$ cat src/rtl/cei_pkg.sv
package cei_pkg;

  // Register byte offsets on the APB bus
  localparam logic [7:0] CEI_OFS_ENABLE = 8'h00;
  localparam logic [7:0] CEI_OFS_FLAGS = 8'h04;
  localparam logic [7:0] CEI_OFS_STATUS = 8'h08;

  // Enable register layout (flag register shares the source positions)
  localparam int CEI_BIT_GIE = 7;
  localparam int CEI_BIT_PKT = 6;
  localparam int CEI_BIT_DMA = 5;
  localparam int CEI_BIT_LINK = 4;
  localparam int CEI_BIT_TXD = 3;
  localparam int CEI_BIT_TXERR = 1;
  localparam int CEI_BIT_RXERR = 0;

  // Status register layout
  localparam int CEI_ST_PEND = 7;
  localparam int CEI_ST_LATE_COLLISION = 4;
  localparam int CEI_ST_RXACT = 2;
  localparam int CEI_ST_TRANSMIT_ABORTED = 1;
  localparam int CEI_ST_CLOCK_READY = 0;

  // Writable enable bits; bit 2 belongs to a path this block does not own
  localparam logic [7:0] CEI_ENABLE_WMASK = 8'hFB;
  // The six control sources within enable and flag registers
  localparam logic [7:0] CEI_SRC_MASK = 8'h7B;
  // Flags software may clear by writing 1; packet pending follows the buffer
  localparam logic [7:0] CEI_CLEAR_MASK = 8'h3B;

  localparam logic [7:0] CEI_ENABLE_RESET = 8'h00;
  localparam logic [7:0] CEI_FLAGS_RESET = 8'h00;
  localparam logic [31:0] CEI_ZERO_WORD = 32'h0000_0000;

  // Oscillator start-up time; plain default, no documented figure
  localparam int CEI_OST_TIME_NS = 100000;
  localparam int CEI_CLK_PERIOD_NS = 25;
  localparam int CEI_OST_CYCLES = (CEI_OST_TIME_NS + CEI_CLK_PERIOD_NS - 1) / CEI_CLK_PERIOD_NS;

  // One-cycle event pulses from the MAC core
  typedef struct packed {
    logic rx_error;
    logic tx_error;
    logic tx_done;
    logic link_change;
    logic dma_done;
  } cei_evt_t;

  // Transmit and receive status levels from the MAC core
  typedef struct packed {
    logic late_collision;
    logic receive_active;
    logic transmit_aborted;
  } cei_mac_st_t;

  typedef enum logic [1:0] {
    CEI_APB_IDLE = 2'b00,
    CEI_APB_ACCESS = 2'b01,
    CEI_APB_DONE = 2'b10
  } cei_apb_state_t;

endpackage
$ cat src/rtl/cei_irq_ctrl.sv
// Summary of operation
// Six flags, each enabled, gated by global enable
// Pending summary computed from enabled raised flags
// Pending and global enable drive output low
// Pending summary at status bit 7, read-only
// Status bit 0 shows start-up timer expired
// Status bits 6, 5, 3 read zero
// Flags set regardless of enables, except link
// Output low until causes cleared or masked
// Clearing global enable returns output high
// Re-enabling with pending flag gives new edge
//
// Added by the designer: the APB interface to the registers and the placing of the registers.
module cei_irq_ctrl
  import cei_pkg::*;
#(
  parameter int OST_CYCLES = CEI_OST_CYCLES
)
(
  input wire logic core_clk,
  input wire logic srst,
  input wire logic psel,
  input wire logic penable,
  input wire logic pwrite,
  input wire logic [7:0] paddr,
  input wire logic [31:0] pwdata,
  input wire logic [3:0] pstrb,
  output logic [31:0] prdata,
  output logic pready,
  output logic pslverr,
  input wire cei_evt_t events,
  input wire logic packet_pending,
  input wire cei_mac_st_t mac_status,
  output logic ctl_irq_n
);

  cei_apb_state_t apb_state_reg;
  cei_apb_state_t apb_state_next;
  logic [7:0] source_enable_reg;
  logic [7:0] flags_reg;
  logic [7:0] flags_next;
  logic [7:0] flag_set;
  logic [7:0] flag_clr;
  cei_mac_st_t mac_status_reg;
  logic [31:0] prdata_reg;
  logic pready_reg;
  logic pslverr_reg;
  logic ctl_irq_n_reg;
  logic clock_ready;

  wire global_ctl_irq_enable;
  wire pending;
  wire [7:0] status_summary;
  wire sel_enable;
  wire sel_flags;
  wire sel_status;
  wire mapped;
  wire access;
  wire commit;
  wire wr_low_byte;
  wire wr_enable;
  wire wr_flags;
  wire [7:0] rd_byte;
  wire [31:0] rd_word;
  wire [7:0] enabled_src;
  wire irq_assert;

  // A zero start-up count would leave clock ready unreachable
  if (OST_CYCLES < 1)
  begin
    $error("OST_CYCLES must be at least 1");
  end

  cei_ost_timer #(
    .OST_CYCLES(OST_CYCLES)
  ) u_ost (
    .core_clk(core_clk),
    .srst(srst),
    .clock_ready(clock_ready)
  );

  // Decode shared by the three register selects
  function automatic logic reg_hit(
    input logic [7:0] addr,
    input logic [7:0] ofs
  );
    return (addr == ofs);
  endfunction

  // Address decode
  assign sel_enable = reg_hit(paddr, CEI_OFS_ENABLE);
  assign sel_flags = reg_hit(paddr, CEI_OFS_FLAGS);
  assign sel_status = reg_hit(paddr, CEI_OFS_STATUS);
  assign mapped = sel_enable | sel_flags | sel_status;
  assign access = psel & penable & (apb_state_reg == CEI_APB_ACCESS);
  // Writes land only on the edge where the master sees pready high
  assign commit = psel & penable & pready_reg & pwrite & mapped;
  assign wr_low_byte = commit & pstrb[0];
  // Status is read-only, so it gets no write strobe
  assign wr_enable = wr_low_byte & sel_enable;
  assign wr_flags = wr_low_byte & sel_flags;

  assign global_ctl_irq_enable = source_enable_reg[CEI_BIT_GIE];
  assign enabled_src = flags_reg & source_enable_reg & CEI_SRC_MASK;
  assign pending = |enabled_src;
  assign irq_assert = pending & global_ctl_irq_enable;

  // Status word; reserved and unimplemented bits tie to zero
  assign status_summary = {
    pending,
    2'b00,
    mac_status_reg.late_collision,
    1'b0,
    mac_status_reg.receive_active,
    mac_status_reg.transmit_aborted,
    clock_ready
  };

  assign rd_byte = sel_enable ? source_enable_reg :
                   sel_flags ? flags_reg :
                   sel_status ? status_summary : 8'h00;
  // Writes read back zero so a stale byte never follows a write
  assign rd_word = pwrite ? CEI_ZERO_WORD : {24'h00_0000, rd_byte};

  // Event capture; link change needs its own enable, the rest always latch
  always_comb
  begin
    flag_set = 8'h00;
    flag_set[CEI_BIT_RXERR] = events.rx_error;
    flag_set[CEI_BIT_TXERR] = events.tx_error;
    flag_set[CEI_BIT_TXD] = events.tx_done;
    flag_set[CEI_BIT_DMA] = events.dma_done;
    flag_set[CEI_BIT_LINK] = events.link_change & source_enable_reg[CEI_BIT_LINK];
  end

  assign flag_clr = wr_flags ? (pwdata[7:0] & CEI_CLEAR_MASK) : 8'h00;

  // Set beats clear so an event in the clearing cycle is kept
  always_comb
  begin
    flags_next = ((flags_reg & ~flag_clr) | flag_set) & CEI_CLEAR_MASK;
    flags_next[CEI_BIT_PKT] = packet_pending;
  end

  always_comb
  begin
    case (apb_state_reg)
      CEI_APB_IDLE:
        apb_state_next = (psel & ~penable) ? CEI_APB_ACCESS : CEI_APB_IDLE;
      CEI_APB_ACCESS:
        apb_state_next = access ? CEI_APB_DONE : CEI_APB_ACCESS;
      CEI_APB_DONE:
        apb_state_next = CEI_APB_IDLE;
      default:
        apb_state_next = CEI_APB_IDLE;
    endcase
  end

  always_ff @(posedge core_clk)
  begin
    if (srst)
      apb_state_reg <= CEI_APB_IDLE;
    else
      apb_state_reg <= apb_state_next;
  end

  // One wait cycle lets read data come from a register
  always_ff @(posedge core_clk)
  begin
    if (srst)
    begin
      pready_reg <= 1'b0;
      pslverr_reg <= 1'b0;
      prdata_reg <= CEI_ZERO_WORD;
    end
    else if (access)
    begin
      pready_reg <= 1'b1;
      pslverr_reg <= ~mapped;
      prdata_reg <= rd_word;
    end
    else
    begin
      pready_reg <= 1'b0;
      pslverr_reg <= 1'b0;
    end
  end

  always_ff @(posedge core_clk)
  begin
    if (srst)
      source_enable_reg <= CEI_ENABLE_RESET;
    else if (wr_enable)
      source_enable_reg <= pwdata[7:0] & CEI_ENABLE_WMASK;
  end

  always_ff @(posedge core_clk)
  begin
    if (srst)
      flags_reg <= CEI_FLAGS_RESET;
    else
      flags_reg <= flags_next;
  end

  always_ff @(posedge core_clk)
  begin
    if (srst)
      mac_status_reg <= '0;
    else
      mac_status_reg <= mac_status;
  end

  // Output is a plain level of pending and global enable, so dropping the
  // enable releases it and restoring it with a cause pending pulls it low again
  always_ff @(posedge core_clk)
  begin
    if (srst)
      ctl_irq_n_reg <= 1'b1;
    else
      ctl_irq_n_reg <= ~irq_assert;
  end

  assign prdata = prdata_reg;
  assign pready = pready_reg;
  assign pslverr = pslverr_reg;
  assign ctl_irq_n = ctl_irq_n_reg;

endmodule

$ cat src/rtl/cei_ost_timer.sv
module cei_ost_timer
  import cei_pkg::*;
#(
  parameter int OST_CYCLES = CEI_OST_CYCLES
)
(
  input wire logic core_clk,
  input wire logic srst,
  output logic clock_ready
);

  localparam int CW = $clog2(OST_CYCLES + 1);

  if (OST_CYCLES < 1)
  begin
    $error("OST_CYCLES must be at least 1");
  end

  logic [CW-1:0] count_reg;
  logic [CW-1:0] count_next;
  logic clock_ready_reg;
  wire expired;

  assign expired = (count_reg == CW'(OST_CYCLES - 1));
  assign count_next = clock_ready_reg ? count_reg : count_reg + CW'(1);
  assign clock_ready = clock_ready_reg;

  always_ff @(posedge core_clk)
  begin
    if (srst)
    begin
      count_reg <= '0;
      clock_ready_reg <= 1'b0;
    end
    else
    begin
      count_reg <= count_next;
      if (expired)
        clock_ready_reg <= 1'b1;
    end
  end

endmodule

$ cat config.mk
export PLATFORM = sky130hd
export DESIGN_NAME = cei_irq_ctrl
export DESIGN_NICKNAME = d
export VERILOG_FILES = /design/src/rtl/cei_pkg.sv /design/src/rtl/cei_irq_ctrl.sv /design/src/rtl/cei_ost_timer.sv
export SDC_FILE = /design/constraint.sdc
export NUM_CORES = 1
export LEC_CHECK = 0
export BUFFER_PORTS_ARGS = -buffer_cell sky130_fd_sc_hd__clkbuf_2
export CAP_MARGIN = 20
export CORE_UTILIZATION = 41
export DETAILED_ROUTE_END_ITERATION = 10
export PLACE_DENSITY = 0.72
export SLEW_MARGIN = 40
export SYNTH_ARGS = -nofsm -noshare
export SYNTH_HDL_FRONTEND = slang
export SYNTH_SLANG_ARGS = --single-unit
export TNS_END_PERCENT = 5
$ cat constraint.sdc
create_clock -name core_clk -period 2.5 [get_ports core_clk]
set_input_delay 0.5 -clock core_clk [delete_from_list [all_inputs] [get_ports core_clk]]
set_output_delay 0.5 -clock core_clk [all_outputs]
set_load 0.05 [all_outputs]
==> flow_metrics.env <==
export IMPL_outcome="finished with violations"
export IMPL_violations="DRC"
export IMPL_cts_htree_levels=2
export IMPL_avgViaCountPerCell=4.98
export IMPL_insertion_delay_ps=290
export IMPL_start_util_pct=43.3
export IMPL_die_area_mm2=0.00497
export IMPL_max_stage_delay_ps=580
export IMPL_syn_inst=215
export IMPL_intPower_mw=0.954
export IMPL_crit_path_cell_trace="clkbuf_2 > or4_4 > or2_1 > or4_1 > a32o_1"
export IMPL_critical_path_class="in -> reg"
export IMPL_yosys_cell_count_top_type="dfxtp_1"
export IMPL_cap_violations=0
export IMPL_power_share_clock_pct=35.7
export IMPL_max_freq_mhz=522
export IMPL_synthArstFlopShare_pct=0
export IMPL_grt_max_degree=23
export IMPL_grt_usage_pct=16.2
export IMPL_p_sw_mw=0.350
export IMPL_fin_crit_sh_pct=76.6
export IMPL_final_max_slew_violation_count=0
export IMPL_diodes=0
export IMPL_ys_seq_area_share_pct=42.7
export IMPL_die_x_um=70.5
export IMPL_finalSetupViolCount=0
export IMPL_io_buffers=40
export IMPL_swShare_pct=26.8
export IMPL_cts_setup_buffers=0
export IMPL_antenna_found_initial=0
export IMPL_yosysWarnings=0
export IMPL_wl_um=3710
export IMPL_hold_path_class="in -> reg"
export IMPL_post_route_drc_count=14
export IMPL_end_kind="flop"
export IMPL_rrSetupSlack_ps=1040
export IMPL_required_ps=2690
export IMPL_nNetsFinal=316
export IMPL_cts_buffers=5
export IMPL_total_power_mw=1.30
export IMPL_ir_drop_uv=292
export IMPL_ant_nets=0
export IMPL_grt_overflow=0
export IMPL_post_dp_cell_area_mm2=0.00208
export IMPL_wire_per_inst_um=12.0
export IMPL_rsz0062_at_grt="false"
export IMPL_core_region_area_mm2=0.00444
export IMPL_synth_area_mm2=0.00192
export IMPL_io_pins=93
export IMPL_drive_gt1_share_pct=21.3
export IMPL_ctsResizeCount=0
export IMPL_critPathArrivalTime_ps=2100
export IMPL_skew_ps=5.87
export IMPL_crit_family="simple AND/OR/NAND/NOR gates"
export IMPL_power_leakage_nw=0.937
export IMPL_timing_final_hold_violations=0
export IMPL_cp_slowest_cell="or4_4"
export IMPL_synth_largest_area_cell="dfxtp_1"
export IMPL_drt_first_pass_iters=7
export IMPL_clock_path_buffers=2
export IMPL_synth_edf_count=0
export IMPL_cts_tree="built"
export IMPL_num_rows=24
export IMPL_power_per_cell_area_mw_per_mm2=597
export IMPL_grt_pass1_vias=1409
export IMPL_hpwlAfterDp_um=2770
export IMPL_grt_pass1_wl_um=6240
export IMPL_yosys_top_cells_area="dfxtp_1 43%, buf_4 9.4%, mux2i_1 6.2%, nor2_1 5.9%, xor2_1 2.7%"
export IMPL_ctsHoldBuffers=0
export IMPL_path_max_fanout=6
export IMPL_final_setup_tns_ps=0
export IMPL_gp_congestion=0.798
export IMPL_cts_clk_slew_worst_paths_ps=80
export IMPL_p_seq_share_pct=51.9
export IMPL_clkSinkCount=41
export IMPL_fin_area_mm2=0.00218
export IMPL_synth_cell_type_count=38
export IMPL_synth_common_cells="41 x dfxtp_1, 30 x nor2_1, 24 x buf_4"
export IMPL_yosys_area_top_type_share_pct=42.7
export IMPL_synthFlopType="dfxtp_1"
export IMPL_largest_reg_flops=12
export IMPL_clockRootBuffer="clkbuf_8"
export IMPL_first_iter_violations=77
export IMPL_avgSynthCellArea_um2=8.94
export IMPL_syn_to_final_growth_pct=13.6
export IMPL_ys_ff_latch=41
export IMPL_vias=1545
export IMPL_pwr_share_comb_pct=12.5
export IMPL_period_needed_ps=1910
export IMPL_startpoint_type="primary input"
export IMPL_worst_path_buf_inv=1
export IMPL_die_h_um=70.5
cells by family after synthesis:
family                     count (synthesis)  synth area share, %
and+or+nand+nor                           82                 23.1
DFF                                       41                 42.7
buffers and inverters                     41                 13.1
AOI/OAI and AO/OA                         28                 9.95
muxes                                     12                 6.25
xor gates and xnor gates                   9                 4.10
adders and majority gates                  1                0.651
other                                      1                0.195
cells in the final DEF (no fill, tap or decap), drive strengths merged, types with 2 or more instances in the layout:
cell type   n
clkbuf     47
dfxtp      41
nor2       30
conb       24
nand2      12
mux2i      12
inv        10
a21oi       7
a22oi       6
xor2        6
o21ai       6
nor2b       5
a311oi      5
nand4       4
or4         4
nor4        4
nand4b      3
or3         3
and3        3
xnor2       3
buf         3
nand3       2
nand2b      2
a32o        2
a32oi       2
nor3        2
nand3b      2
or2         2
final timing paths:
| path | startpoint | endpoint | depth (start not counted) |
|---|---|---|---|
| setup / recovery | paddr[5] | prdata[1] | 5 |
| hold / removal | pwdata[5] | flags_reg[5] | 2 |
| setup reg to reg | apb_state_reg[1] | prdata[0] | 5 |
| hold reg to reg | source_enable_reg[7] | ctl_irq_n | 1 |
cell type report:
type / instances / area (um2)
fill: 429 / 2260
multi-input combinational: 156 / 937
sequential: 41 / 821
timing repair buffer: 43 / 223
clock buffer: 7 / 96.3
tap: 52 / 65.1
inverter: 10 / 37.5
clock inverter: 1 / 5.00
metrics by stage:
| step | util [%] | setup slack, ps | hold WS, ps | cells |
|---|---|---|---|---|
| 4_1_cts | 49.2 | 578 | 408 | 310 |
| 5_1_grt | 49.2 | 531 | 413 | 310 |
| 2_1_floorplan | - | 370 | 396 | 238 |
| 6_report | 49.2 | 586 | 412 | 310 |
| 3_3_place_gp | 46.9 | 305 | 418 | 302 |
| 3_5_place_dp | 46.9 | 266 | 420 | 302 |
power by group through the flow:
stage / Combinational, mW / Clock [mW] / Sequential [mW]
floorplan: 0.152 / 0 / 0.691
global placement: 0.160 / 0 / 0.691
detailed placement: 0.162 / 0 / 0.692
CTS: 0.163 / 0.477 / 0.677
global route: 0.177 / 0.507 / 0.678
finish: 0.162 / 0.465 / 0.676
routing by layer:
layer / global-route usage [%] / routed length (um) / vias to the layer above
met2: 26.2 / 1630 / 58
met1: 20.5 / 1810 / 700
met4: 7.48 / 71 / 0
met5: 0 / 0 / -
met3: 3.32 / 198 / 5
li1: - / - / 782
Note: power is estimated with default switching activity, not from simulation.
